**src/inc/fpu_bus_pkg.sv**
```systemverilog
// Purpose: Shared constants and types of the coprocessor host bus interface.
// Assumes: The core clock is the double-rate bus clock.
// Notes:   Categories ride in the command word.
`default_nettype none
package fpu_bus_pkg;
    // ----------------------------------------------------------------
    // Widths and timing
    // ----------------------------------------------------------------
    localparam int DATA_W = 32;
    localparam int CLK_PERIOD_PS = 5000;
    localparam int CLASS_LSB = 16;
    localparam int CLASS_W = 4;
    localparam int COUNT_W = 5;

    // ----------------------------------------------------------------
    // Instruction categories, carried in the command word
    // ----------------------------------------------------------------
    typedef enum logic [CLASS_W-1:0] {
        CLS_A_REG     = 4'h0,  // Register-only, no operands.
        CLS_B_LD32    = 4'h1,  // Load, one word, early write allowed.
        CLS_B_LD64    = 4'h2,  // Load, two words, early write allowed.
        CLS_B_MATH32  = 4'h3,  // Arithmetic with one memory word.
        CLS_B_MATH64  = 4'h4,  // Arithmetic with two memory words.
        CLS_C_LD16    = 4'h5,  // Load paced by operand request, one word.
        CLS_C_LD80    = 4'h6,  // Load paced by operand request, three words.
        CLS_C_LDENV   = 4'h7,  // Environment block load.
        CLS_C_RESTORE = 4'h8,  // Full state restore.
        CLS_C_ST32    = 4'h9,  // Store of a 16-bit or 32-bit value.
        CLS_C_ST64    = 4'ha,  // Store of a 64-bit value.
        CLS_C_ST80    = 4'hb,  // Store of an 80-bit value.
        CLS_C_SAVE    = 4'hc,  // Full state save.
        CLS_D_STCTL   = 4'hd,  // Store of status or control word.
        CLS_E_CTRL    = 4'he   // Control, accepted regardless of busy.
    } class_type;

    // Host cycle states of the interface, Gray coded except the direct ST_DONE to ST_IDLE step.
    typedef enum logic [1:0] {
        ST_IDLE = 2'b00,
        ST_WAIT = 2'b01,
        ST_DONE = 2'b11,
        ST_END  = 2'b10
    } cycle_state_type;

    // Operand words that follow the opcode, per category.
    function automatic logic [COUNT_W-1:0] operand_count(input class_type c);
        case (c)
            CLS_B_LD32, CLS_B_MATH32, CLS_C_LD16, CLS_C_ST32, CLS_D_STCTL: return 5'h01;
            CLS_B_LD64, CLS_B_MATH64, CLS_C_ST64: return 5'h02;
            CLS_C_LD80, CLS_C_ST80: return 5'h03;
            CLS_C_LDENV: return 5'h07;
            CLS_C_RESTORE, CLS_C_SAVE: return 5'h1b;
            default: return 5'h00;
        endcase
    endfunction

    // True for categories whose operands are read by the host.
    function automatic logic class_reads(input class_type c);
        return (c == CLS_C_ST32) || (c == CLS_C_ST64) || (c == CLS_C_ST80) ||
               (c == CLS_C_SAVE) || (c == CLS_D_STCTL);
    endfunction

    // True for categories synchronised by busy alone.
    function automatic logic class_b(input class_type c);
        return (c == CLS_B_LD32) || (c == CLS_B_LD64) ||
               (c == CLS_B_MATH32) || (c == CLS_B_MATH64);
    endfunction

    // Registered state of the interface.
    typedef struct packed {
        cycle_state_type fsm;
        logic pendValid;
        logic pendCmd;
        logic pendWrite;
        logic accCmd;
        logic accWrite;
        logic cmdFull;
        logic [DATA_W-1:0] cmdBuf;
        class_type cls;
        logic [COUNT_W-1:0] remaining;
        logic [COUNT_W-1:0] idx;
        logic engBusyPrev;
        logic phase;
        logic sig;
        logic [DATA_W-1:0] dataOut;
        logic dataOeN;
        logic readyN;
        logic busyN;
        logic opReq;
        logic errorN;
        logic oeN;
        logic [DATA_W-1:0] opcodeWord;
        logic opcodeStart;
        logic [DATA_W-1:0] operandWord;
        logic [COUNT_W-1:0] operandIndex;
        logic operandStart;
        logic storeAck;
    } iface_state_type;

    // Signature state: idle, error active, outputs released.
    localparam iface_state_type IFACE_RESET = '{
        fsm: ST_IDLE, cls: CLS_A_REG, readyN: 1'b1, busyN: 1'b1,
        errorN: 1'b0, oeN: 1'b1, dataOeN: 1'b1, sig: 1'b1, default: '0};
endpackage
`default_nettype wire

```
**src/hdl/bus_cycle_tracker.sv**
```systemverilog
// Purpose: Follows host bus cycles from strobe and system ready.
// Assumes: Inputs are synchronous to the double-rate clock.
// Notes:   Up to two open cycles for pipelined hosts.
`timescale 1ns/1ps
`default_nettype none
module bus_cycle_tracker (
    // Clock and resets
    input wire logic core_clk,
    input wire logic rst_b,
    input wire logic hardResetIn,
    // Bus observation
    input wire logic enable,
    input wire logic addrStrobeN,
    input wire logic readyInN,
    // Tracking result
    output logic cycleEnd
);
    logic [1:0] openReg;
    logic [1:0] openNext;

    // -----------------------------------------------------------------
    // Open cycle count
    // -----------------------------------------------------------------

    // A strobe opens a cycle, a sampled ready closes one.
    always_comb begin
        cycleEnd = enable && !readyInN && (openReg != 2'h0); // RULE12
        openNext = openReg;
        if (enable && !addrStrobeN && !cycleEnd && openReg != 2'h2) begin
            openNext = openReg + 2'h1; // RULE19
        end else if (cycleEnd && (addrStrobeN || !enable)) begin
            openNext = openReg - 2'h1;
        end
        if (hardResetIn) begin
            openNext = 2'h0;
        end
    end

    // Registers the count.
    always_ff @(posedge core_clk or negedge rst_b) begin
        if (!rst_b) begin
            openReg <= 2'h0;
        end else begin
            openReg <= openNext;
        end
    end
endmodule // bus_cycle_tracker
`default_nettype wire

```
**src/hdl/fpu_host_iface.sv**
```systemverilog
// Purpose: Host bus interface of a floating-point coprocessor.
// Assumes: core_clk is the host's double-rate clock.
// Notes:   Category rides in the command word.
//
// Contract
// [RULE1] Internal rate is the double-rate clock divided by two.
// [RULE2] Inputs sampled and outputs launched on the double-rate rising edge.
// [RULE3] Selects, direction and port select are taken with the strobe.
// [RULE4] A cycle is ours only with both selects and the strobe together.
// [RULE5] Low port select means command port, high means data port.
// [RULE6] Direction sampled with the strobe decides write or read.
// [RULE7] Data travel on 32 two-way lines, bit 31 most significant.
// [RULE8] Busy is asserted while the engine is occupied.
// [RULE9] After the signature period error follows the summary bit.
// [RULE10] Error is asserted before busy drops for the same instruction.
// [RULE11] Request only while transfers remain and busy is asserted.
// [RULE12] System ready and strobe track every bus cycle.
// [RULE13] Own ready is independent of busy and request.
// [RULE14] After hard reset: ready, busy, request inactive, error active.
// [RULE15] Host releases hard reset synchronously, then waits.
// [RULE16] Chip enable low floats outputs and ignores inputs.
// [RULE17] Coprocessor mode asserts ready right after each strobe.
// [RULE18] Mapped mode withholds ready on cycles it cannot complete.
// [RULE19] Pipelined and plain cycles are both followed.
// [RULE20] Opcode plus operand cycles per category: 2, 3, 4, 8 or 28; register-only and control categories take 1.
// [RULE21] Control, initialise and 32/64-bit load opcodes are accepted while busy.
// [RULE22] Register-only instructions hold busy during execution.
// [RULE23] Stores hold busy, request low while rounding; mapped reads wait.
// [RULE24] Status or control stores complete without busy.
// [RULE25] Control instructions assert busy and keep request inactive.
// [RULE26] Operand cycles are counted and routed per word.
`timescale 1ns/1ps
`default_nettype none
module fpu_host_iface
    import fpu_bus_pkg::*;
(
    // Clock and resets
    input wire logic core_clk,
    input wire logic rst_b,
    input wire logic hardResetIn,
    // Host bus control
    input wire logic chipEnableIn,
    input wire logic addrStrobeN,
    input wire logic selectLowN,
    input wire logic selectHigh,
    input wire logic portSelectN,
    input wire logic writeNotRead,
    input wire logic readyInN,
    input wire logic mappedMode,
    // Host data lines
    input wire logic [DATA_W-1:0] dataLinesIn,
    output logic [DATA_W-1:0] dataLinesOut,
    output logic dataLinesOeN,
    // Host status lines and their enables
    output logic cycleDoneOutN,
    output logic busyN,
    output logic operandRequest,
    output logic errorN,
    output logic statusOeN,
    // Engine side
    input wire logic engineBusy,
    input wire logic errorSummaryBit,
    input wire logic storeReady,
    input wire logic [DATA_W-1:0] storeWord,
    output logic [DATA_W-1:0] opcodeWord,
    output logic opcodeStart,
    output logic [DATA_W-1:0] operandWord,
    output logic [COUNT_W-1:0] operandIndex,
    output logic operandStart,
    output logic storeAck
);
    iface_state_type sReg;
    iface_state_type sNext;
    logic cycleEnd;
    logic hit;
    logic curCmd;
    logic curWrite;
    logic canDone;
    logic busyAct;
    class_type bufCls;

    // -----------------------------------------------------------------
    // Bus cycle tracking
    // -----------------------------------------------------------------

    // Follows every host cycle so pipelined strobes stay aligned.
    bus_cycle_tracker tracker (
        .core_clk(core_clk),
        .rst_b(rst_b),
        .hardResetIn(hardResetIn),
        .enable(chipEnableIn),
        .addrStrobeN(addrStrobeN),
        .readyInN(readyInN),
        .cycleEnd(cycleEnd)
    );

    // -----------------------------------------------------------------
    // Next state
    // -----------------------------------------------------------------

    // Decodes cycles, moves words, derives status.
    always_comb begin
        sNext = sReg;
        bufCls = class_type'(sReg.cmdBuf[CLASS_LSB +: CLASS_W]);
        // Ours only while enabled with both selects.
        hit = chipEnableIn && !addrStrobeN && !selectLowN && selectHigh; // RULE4 RULE16
        curCmd = sReg.accCmd;
        curWrite = sReg.accWrite;
        sNext.phase = !sReg.phase; // RULE1
        sNext.engBusyPrev = engineBusy;
        sNext.opcodeStart = 1'b0;
        sNext.operandStart = 1'b0;
        sNext.storeAck = 1'b0;
        sNext.readyN = 1'b1;
        sNext.oeN = !chipEnableIn; // RULE16

        // Hands a buffered opcode to the engine on the internal rate.
        if (sReg.cmdFull && sReg.remaining == 5'h00 && sReg.phase &&
            (!engineBusy || bufCls == CLS_E_CTRL)) begin // RULE21
            sNext.opcodeStart = 1'b1;
            sNext.opcodeWord = sReg.cmdBuf;
            sNext.cls = bufCls;
            sNext.remaining = operand_count(bufCls); // RULE20 RULE26
            sNext.idx = 5'h00;
            sNext.cmdFull = 1'b0;
        end

        // Can the held cycle finish now.
        if (!mappedMode) begin
            canDone = 1'b1; // RULE17
        end else if (curCmd && curWrite) begin
            canDone = !sReg.cmdFull; // RULE18 RULE21
        end else if (curWrite) begin
            canDone = sReg.remaining != 5'h00 && !class_reads(sReg.cls) &&
                      !(class_b(sReg.cls) && engineBusy); // RULE18
        end else begin
            canDone = storeReady && sReg.remaining != 5'h00 && class_reads(sReg.cls); // RULE23
        end

        // A strobe during a held cycle waits.
        if (hit && sReg.fsm != ST_IDLE) begin
            sNext.pendValid = 1'b1; // RULE19
            sNext.pendCmd = !portSelectN;
            sNext.pendWrite = writeNotRead;
        end

        case (sReg.fsm)
            ST_IDLE: begin
                if (hit) begin
                    sNext.accCmd = !portSelectN; // RULE3 RULE5
                    sNext.accWrite = writeNotRead; // RULE6
                    sNext.fsm = ST_WAIT;
                end else if (sReg.pendValid) begin
                    sNext.accCmd = sReg.pendCmd;
                    sNext.accWrite = sReg.pendWrite;
                    sNext.pendValid = 1'b0;
                    sNext.fsm = ST_WAIT;
                end
            end
            ST_WAIT: begin
                if (canDone) begin
                    sNext.readyN = 1'b0; // RULE13
                    sNext.fsm = ST_DONE;
                    if (curCmd && curWrite) begin
                        sNext.cmdBuf = dataLinesIn; // RULE7
                        sNext.cmdFull = 1'b1;
                        sNext.sig = 1'b0;
                    end else if (curWrite) begin
                        if (sReg.remaining != 5'h00) begin
                            sNext.operandWord = dataLinesIn; // RULE26
                            sNext.operandIndex = sReg.idx;
                            sNext.operandStart = 1'b1;
                            sNext.idx = sReg.idx + 5'h01;
                            sNext.remaining = sReg.remaining - 5'h01;
                        end
                    end else begin
                        sNext.dataOut = storeWord; // RULE7
                        sNext.dataOeN = !chipEnableIn;
                        sNext.storeAck = 1'b1;
                        if (sReg.remaining != 5'h00) begin
                            sNext.idx = sReg.idx + 5'h01;
                            sNext.remaining = sReg.remaining - 5'h01;
                        end
                    end
                end
            end
            ST_DONE: begin
                if (cycleEnd) begin
                    sNext.fsm = ST_IDLE; // RULE12
                    sNext.dataOeN = 1'b1;
                end else begin
                    sNext.fsm = ST_END;
                end
            end
            ST_END: begin
                if (cycleEnd) begin
                    sNext.fsm = ST_IDLE;
                    sNext.dataOeN = 1'b1;
                end
            end
            default: begin
                sNext.fsm = ST_IDLE;
            end
        endcase

        // Busy holds one extra cycle so error settles first.
        busyAct = engineBusy || sReg.engBusyPrev || // RULE8 RULE10 RULE22
                  (sReg.opcodeStart && sReg.cls != CLS_D_STCTL) ||
                  (sReg.cmdFull && bufCls != CLS_D_STCTL) || // RULE24 RULE25
                  (sReg.remaining != 5'h00 && !class_b(sReg.cls) &&
                   sReg.cls != CLS_D_STCTL); // RULE23
        sNext.busyN = !busyAct;
        sNext.opReq = busyAct && sReg.remaining != 5'h00 && !class_b(sReg.cls) &&
                      sReg.cls != CLS_D_STCTL && sReg.cls != CLS_E_CTRL &&
                      (!class_reads(sReg.cls) || storeReady); // RULE11 RULE23 RULE25
        sNext.errorN = sReg.sig ? 1'b0 : !errorSummaryBit; // RULE9 RULE10
        if (!chipEnableIn) begin
            sNext.dataOeN = 1'b1; // RULE16
        end

        // Hard reset restores the signature state.
        if (hardResetIn) begin
            sNext = IFACE_RESET; // RULE14 RULE15
        end
    end

    // -----------------------------------------------------------------
    // State register
    // -----------------------------------------------------------------

    // Registers all state on the double-rate rising edge.
    always_ff @(posedge core_clk or negedge rst_b) begin
        if (!rst_b) begin
            sReg <= IFACE_RESET;
        end else begin
            sReg <= sNext; // RULE2
        end
    end

    // -----------------------------------------------------------------
    // Outputs, each straight from a register field
    // -----------------------------------------------------------------

    // Drives the host and engine ports.
    assign dataLinesOut = sReg.dataOut;
    assign dataLinesOeN = sReg.dataOeN;
    assign cycleDoneOutN = sReg.readyN;
    assign busyN = sReg.busyN;
    assign operandRequest = sReg.opReq;
    assign errorN = sReg.errorN;
    assign statusOeN = sReg.oeN;
    assign opcodeWord = sReg.opcodeWord;
    assign opcodeStart = sReg.opcodeStart;
    assign operandWord = sReg.operandWord;
    assign operandIndex = sReg.operandIndex;
    assign operandStart = sReg.operandStart;
    assign storeAck = sReg.storeAck;
endmodule // fpu_host_iface
`default_nettype wire

```
**config.mk**
```make
export PLATFORM = sky130hd
export DESIGN_NAME = fpu_host_iface
export DESIGN_NICKNAME = d
export VERILOG_FILES = /design/src/inc/fpu_bus_pkg.sv /design/src/hdl/bus_cycle_tracker.sv /design/src/hdl/fpu_host_iface.sv
export SDC_FILE = /design/constraint.sdc
export NUM_CORES = 1
export LEC_CHECK = 0
export ABC_AREA = 1
export BUFFER_PORTS_ARGS = -buffer_cell sky130_fd_sc_hd__buf_2
export CAP_MARGIN = 30
export CORE_MARGIN = 2
export CORE_UTILIZATION = 45
export CTS_CLUSTER_DIAMETER = 200
export DETAILED_ROUTE_END_ITERATION = 12
export HOLD_SLACK_MARGIN = 0.12
export PLACE_DENSITY = 0.71
export SLEW_MARGIN = 15
export SYNTH_ARGS = -nofsm -noshare
export SYNTH_HDL_FRONTEND = slang
export SYNTH_SLANG_ARGS = --single-unit
```
**constraint.sdc**
```tcl
create_clock -name core_clk -period 1.69 [get_ports core_clk]
set_clock_uncertainty 0.1 [all_clocks]
set_input_delay 0.2535 -clock core_clk [delete_from_list [all_inputs] [get_ports core_clk]]
set_output_delay 0.2535 -clock core_clk [all_outputs]
set_load 0.02 [all_outputs]
```
==> metrics.md, run 1 <==
| Metric | Value |
|---|---|
| Number of maximum-capacitance violations | `0` |
| Multi-input logic area | `between 0.002 and 0.003 sq mm` |
| Mapped Nets | `around 960` |
| DRC viols | `0` |
| Outcome | `complete, but fails checks` |
| Via count | `between 6000 and 7000` |
| RSZ-0062 raised after global routing | `true` |
| Layout Area Growth over Synthesis | `39.45%` |
| IO Port Bufs | `~190` |
| Layout cells sized above 1 | `0.3486` |
| Die area | `roughly 0.018 sq mm` |
| Synth Cell Area | `0.007634 sq mm` |
| Mapped Cells | `between 800 and 900` |
| Largest net degree at the start of global routing | `between 40 and 50` |
| Final setup fails | `150` |
| Worst vdd ir | `slightly above 0.7 mV` |
| Part of the cycle the worst path needs | `1.186` |
| Drt initial violations | `~360` |
| Synthesis-stage register bit count | `approximately 170` |
| Clk pin slew, worst setup/hold paths | `approximately 0.070 ns` |
| Worst endpoint required time | `between 1.5 and 2 ns` |
| Switching Fraction | `0.2433` |
| Number of global-route vias before repair | `6585` |
| Max Slew Vio Count | `0` |
| Final WS setup | `-0.3150 ns` |
| Core ar. | `about 0.017 sq mm` |
| Crit path DAT | `about 2.3 ns` |
| CP Capture Type | `register` |
| Sequential share of power | `0.454` |
| Syn_area_per_cell | `8.714 sq um` |
| Initial antenna violation count | `0` |
| Post-DP HPWL | `approximately 12 mm` |
| Register area | `about 0.0041 sq mm` |
| Sw power | `between 2 and 2.5 mW` |
| Pint | `~6.7 mW` |
| Final wirelength | `21.73 mm` |
| Synth cell types | `36` |
| Ant diodes | `0` |
| Final cell count without fillers | `1330` |
| Crit Path Max Fanout | `7` |
| Comb power frac | `0.086` |
| FP Rows | `47` |
| Slew @ Worst Pin | `~0.41 ns` |
| Dpl cell area | `0.008466 sq mm` |
| CTS tree | `yes` |
| Worst Hold Class | `input pin to asynchronous set/reset pin` |
| CTS Buf Count | `17` |
| ANT nets after route | `0` |
| Slowest stage cell, crit path | `dfrtp_1` |
| Die Y | `around 130 um` |
| Worst Setup Start Kind | `register` |
| Nets@finish | `about 1200` |
| Fmax | `approximately 500 MHz` |
| Die width | `approximately 130 um` |
| Number of sinks on the clock net | `roughly 170` |
| Max incr delay on CP | `slightly above 0.4 ns` |
| First-pass GRT wire length | `around 33 mm` |
| Clk network pwr share | `0.460` |
| Leakage | `~5.6 nW` |
| Cell Pwr Density | `~830 mW/mm^2` |
| Global route overflow | `0` |
| Clk root buf | `clkbuf_16` |
| Pre-Repair DR Iteration Count | `5` |
| Routability cong. | `around 0.82` |
| Fin area | `~0.011 sq mm` |
| Syn. warnings | `0` |
| Post-synthesis sequential area ratio | `0.5417` |
| Ports | `188` |
| Avg WL per Cell | `about 16 um` |
| CP most frequent cell | `nand2_2` |
| TNS Setup | `-34.73 ns` |
| Hold Violations, Final | `0` |
| Initial Util | `0.4603` |
| Vias per std cell | `between 4 and 5` |
| Later-pin clock latency in the skew report | `0.43 ns` |
| Crit-path cells | `nor2_2, nand2_2, nand2_2, nand2_1, nor2_1, nand2_2, nand2_4, nand3_4, nor2_4, buf_6, buf_4, nand2_1, o21ai_1` |
| Failing checks | `setup timing` |
| Max clock buf depth | `2` |
| Worst rel slew slack | `0.7270` |
| Placed cells | `between 1000 and 1500` |
| H-tree Lvls | `4` |
| Hold slack final | `0.1651 ns` |
| Final min period | `about 2.0 ns` |
| Total Routing Usage GR | `0.2344` |
| Setup CP Type | `register to register` |
| Fillers | `around 1300` |
[Yosys cell counts]
cell type  number  area (sq um)
nand2_1       261         979.7
dfrtp_1       160          4004
buf_4         108         810.8
nand3_1        83         415.4
o21ai_0        75         375.4
inv_1          62         232.7
nor2_1         32         120.1
clkbuf_1       17         63.81
a21oi_1        11         55.05
buf_2           7         35.03
nand4_1         6         37.54
dfstp_2         5         131.4
nor3_1          5         25.02
xor2_1          5         43.79
buf_6           4         45.04
o22ai_1         4         25.02
buf_1           3         11.26
ha_1            3         37.54
nor2_2          3         18.77
o21ai_1         3         15.01
a31oi_1         2         12.51
nand3_2         2         20.02
nor4_1          2         12.51
a211oi_1        1         7.510
a21oi_4         1         16.27
a32o_1          1         10.01
clkinv_1        1         3.750
inv_2           1         3.750
nand2_2         1         6.260
nand3b_1        1         7.510
nor2_4          1         11.26
nor3_2          1         10.01
o211ai_1        1         7.510
o31ai_1         1         7.510
or2_2           1         6.260
xnor2_1         1         8.760
[what timing repair did]
item,4_1_cts,5_1_grt
cloned,6,6
hold endpoints to repair,268,0
resized for setup,78,105
setup endpoints to repair,146,155
hold buffers,74,0
setup buffers,10,8
pin swaps,1,15
[sequential cells by signal, summed over array words and instances, names as in the netlist, 2 cells and up]
signal and count:
dataLinesOut 32, operandWord 32, opcodeWord 29, sReg 50, operandIndex 5, bufCls 4, tracker.openReg 2
[power by group through the flow]
stage / logic [mW] / clock network, mW / registers, mW
after floorplan: 0.256 / 0 / 4.11
after global placement: 0.552 / 0 / 4.10
after detailed placement: 0.555 / 0 / 4.10
after CTS: 0.715 / 4.13 / 4.03
after global routing: 0.837 / 4.33 / 4.03
final: 0.767 / 4.08 / 4.03
[cell families after synthesis]
kind of cell               Yosys count  share of synthesized area
and+or+nand+nor                    399                     0.2188
buffers and inverters              203                     0.1580
DFF                                165                     0.5417
AOI/OAI and AO/OA                  100                    0.06966
xor gates and xnor gates             6                   0.006884
adders and majority gates            3                   0.004918
[final timing paths]
| kind | startpoint | endpoint | slack (ns) | depth (start not counted) |
|---|---|---|---|---|
| min in group core_clk | readyInN | sReg[166] | 0.17 | 5 |
| max | sReg[124] | bufCls[0] | -0.31 | 13 |
| min reg2reg | sReg[111] | sReg[111] | 0.34 | 1 |
| max reg2reg | sReg[124] | bufCls[0] | -0.31 | 13 |
| max in group asynchronous | rst_b | sReg[110] | 0.73 | 3 |
| min | rst_b | operandWord[11] | 0.17 | 2 |
[critical path: cells and delay by family, from the launching register on]
kind,cells,cell delay [ns]
buffers and inverters,2,0.30
AO/OA/AOI/OAI,1,0.09
flip-flops,1,0.41
AND/OR/NAND/NOR,10,1.01
[cell usage in the layout, fill, tap and decap left out, types with 5 or more instances in the layout]
master	netlist	layout
buf_6	4	16
dlygate4sd3_1	0	74
nand4_1	6	6
nand3_1	83	79
buf_4	108	38
inv_1	62	57
o21ai_2	0	34
buf_2	7	186
nor2_4	1	5
dfstp_2	5	5
nor2_1	32	27
a21oi_1	11	10
clkinv_4	0	5
o21ai_0	75	16
o21ai_1	3	28
nand2_1	261	244
clkbuf_16	0	23
dfrtp_1	160	160
buf_12	0	16
nand2_2	1	13
xor2_1	5	5
inv_6	0	5
[per-layer routing]
layer | up-vias | track usage | wire (um)
met5 | - | 0 | 0
met4 | 0 | 0.08596 | 400
met3 | 35 | 0.04460 | 1086
met2 | 205 | 0.3974 | 10830
met1 | 3215 | 0.3001 | 9408
li1 | 3129 | - | -
[cell type report]
cell class | count | area share
tap | 220 | 0.02586
timing repair buffer | 341 | 0.2555
multi-input combinational | 508 | 0.2480
inverter | 64 | 0.02421
clock inverter | 14 | 0.01763
sequential | 165 | 0.3885
clock buffer | 18 | 0.04032
[stage by stage]
stage | setup WS, ns | power (mW) | util
6_report | -0.3150 | 8.876 | 0.6419
5_1_grt | -0.4268 | 9.201 | 0.6419
4_1_cts | -0.2043 | 8.875 | 0.6190
3_5_place_dp | -0.2079 | 4.655 | 0.5105
3_3_place_gp | -0.1611 | 4.651 | 0.5105
2_1_floorplan | -0.1057 | 4.363 | -
No activity file was read; power rests on OpenSTA's default activity.
==> inputs of run 2 (changes only) <==
--- a/config.mk
+++ b/config.mk
@@ -10,3 +10,2 @@
 export CAP_MARGIN = 30
-export CORE_MARGIN = 2
 export CORE_UTILIZATION = 45
==> constraint.sdc (replaced) <==
create_clock -name core_clk -period 1.69 [get_ports core_clk]
set_clock_uncertainty 0.1 [all_clocks]
set_input_delay 0 -clock core_clk [delete_from_list [all_inputs] [get_ports core_clk]]
set_output_delay 0 -clock core_clk [all_outputs]
set_load 0.02 [all_outputs]
==> run 2 against run 1 <==
Against the previous run: critical endpoint is now sReg[119]; largest cell class unchanged; highest routed layer unchanged; flip-flop and latch count unchanged; the flow still finishes with violations (setup timing); final cell count increased by 1.3%; die area decreased by 3.0%; routed wire length increased by 5.1%; sequential share of layout area decreased by 1.2 points.
==> metrics.md, run 2 (synthesized netlist as in run 1, its figures left out) <==
| Metric | Value |
|---|---|
| Ports | `around 190` |
| Die area | `around 0.017 sq mm` |
| Via count | `6734` |
| Number of global-route vias before repair | `approximately 6500` |
| Layout cells sized above 1 | `0.3860` |
| Family with the most delay on the worst path | `simple AND/OR/NAND/NOR gates` |
| Power Total | `8.782 mW` |
| Final WS setup | `-0.2784 ns` |
| FP Rows | `47` |
| Slew @ Worst Pin | `approximately 0.55 ns` |
| Worst Setup Start Kind | `register` |
| Max Slew Vio Count | `0` |
| DRC viols | `0` |
| Failing checks | `setup timing` |
| Max clock buf depth | `2` |
| Ant diodes | `0` |
| Drt initial violations | `470` |
| Avg WL per Cell | `approximately 17 um` |
| Final wirelength | `between 20 and 25 mm` |
| Crit path DAT | `approximately 2.2 ns` |
| Number of maximum-capacitance violations | `0` |
| Dpl cell area | `about 0.0084 sq mm` |
| Setup CP Type | `register to register` |
| Total Routing Usage GR | `0.2317` |
| Later-pin clock latency in the skew report | `0.43 ns` |
| Worst Hold Class | `input pin to register` |
| Slowest stage cell, crit path | `dfrtp_1` |
| Most frequent cells in the layout | `nand2_1, buf_2, dfrtp_1` |
| IO Port Bufs | `187` |
| Leakage | `~5.7 nW` |
| Cell Pwr Density | `about 800 mW/mm^2` |
| Crit Path Max Fanout | `8` |
| Die Y | `132.2 um` |
| FF-to-FF setup slack | `-0.28 ns` |
| Final cell count without fillers | `1347` |
| Multi-input logic area | `0.002740 sq mm` |
| Clk root buf | `clkbuf_16` |
| Largest net degree at the start of global routing | `55` |
| CP most frequent cell | `nand2_2` |
| Hold Violations, Final | `0` |
| RSZ-0062 raised after global routing | `true` |
| Part of the cycle the worst path needs | `1.165` |
| Routability cong. | `roughly 0.8` |
| Worst endpoint required time | `around 1.9 ns` |
| Core ar. | `0.01658 sq mm` |
| Post-DP HPWL | `around 11 mm` |
| Worst vdd ir | `about 0.67 mV` |
| Outcome | `complete, but fails checks` |
| Layout Area Growth over Synthesis | `43.73%` |
| CTS Buf Count | `17` |
| Crit-path cells | `nor2_2, nand2_2, nand2_2, nand2_2, nor2_2, nand2_2, nand2_4, buf_8, buf_6, nand3_4, nor2_1, nor2_1` |
| Number of sinks on the clock net | `165` |
| Die width | `~130 um` |
| Max incr delay on CP | `roughly 0.42 ns` |
| Nets@finish | `between 1000 and 1500` |
| Final setup fails | `between 100 and 150` |
| Register area | `roughly 0.0041 sq mm` |
| Most common cell after layout, fill and taps aside | `nand2_1` |
| Global route overflow | `0` |
| Largest register FFs | `50` |
| Vias per std cell | `4.999` |
| Fin area | `~0.011 sq mm` |
| Final min period | `around 2 ns` |
| ANT nets after route | `0` |
| Initial antenna violation count | `0` |
| Top reg by flops | `sReg` |
| Clk pin slew, worst setup/hold paths | `0.07 ns` |
| Worst rel slew slack | `0.6340` |
| Pre-Repair DR Iteration Count | `5` |
| CTS tree | `yes` |
| Fmax | `roughly 510 MHz` |
| WP buf/inv | `2` |
| Initial Util | `0.4603` |
| CP Capture Type | `register` |
| Fillers | `1265` |
| First-pass GRT wire length | `about 32 mm` |
| Placed cells | `about 1200` |
| H-tree Lvls | `4` |
[run 2: cell types whose count changed in the layout (fill, tap and decap cells not counted), moves of 3 or more]
cell	delta
dlygate4sd3_1	+8
buf_4	+7
o21ai_2	-19
o21ai_1	+20
clkbuf_16	+6
a21oi_2	+6
nand3_2	+9
nand2_1	-40
nand2_2	+38
buf_6	-6
nand3_1	-9
nand2_4	+3
a21oi_1	-6
[run 2: area by class of cell]
cell class,count,area share
repair buffers,357,0.2700
clock inverters,14,0.01448
clock buffers,18,0.04003
well taps,220,0.02509
multi-input cells,509,0.2497
flip-flops and latches,165,0.3769
inverters,64,0.02372
[run 2: power by group]
group | leakage, nW | switching, mW | total [mW] | internal [mW]
clock | 0.289 | 1.81 | 3.96 | 2.15
sequential | 2.28 | 0.0282 | 4.03 | 4.00
combinational | 3.15 | 0.443 | 0.798 | 0.355
[run 2: worst min-delay path, stage by stage]
cell      delay (ns)
buf_2           0.09
or2_2           0.11
nor2_2          0.04
nand2_2         0.10
inv_2           0.06
nand2_1         0.10
a211oi_1        0.08
[run 2: repair_timing]
item	CTS	global route
resized for setup	98	115
hold endpoints to repair	292	0
hold buffers	82	0
buffers inserted	13	7
pin swaps	7	20
cloned	4	16
endpoints found under the setup margin	146	154
[run 2: through the flow]
stage / worst slack, ns / hold slack (ns) / setup TNS, ns / util
4_1_cts: -0.1674 / 0.1309 / -15.46 / 0.6166
3_5_place_dp: -0.2678 / -0.1073 / -25.93 / 0.5082
3_3_place_gp: -0.1955 / -0.1109 / -19.95 / 0.5082
5_1_grt: -0.3745 / 0.1567 / -41.34 / 0.6616
6_report: -0.2784 / 0.1033 / -28.09 / 0.6616
2_1_floorplan: -0.1057 / -0.3956 / -8.812 / -
[run 2: path summary, 6_finish.rpt]
path,start,endpoint,depth (start not counted)
max,sReg[124],sReg[119],12
min,addrStrobeN,sReg[164],7
max reg2reg,sReg[124],sReg[119],12
min reg2reg,sReg[111],sReg[111],1
max in group asynchronous,rst_b,dataLinesOut[13],4
min in group asynchronous,rst_b,sReg[138],3
[run 2: routing by layer]
| layer | share of wire | track usage |
|---|---|---|
| met4 | 0.027 | 0.09642 |
| met2 | 0.49 | 0.3904 |
| met3 | 0.059 | 0.04421 |
| met1 | 0.43 | 0.2932 |
| met5 | 0 | 0 |
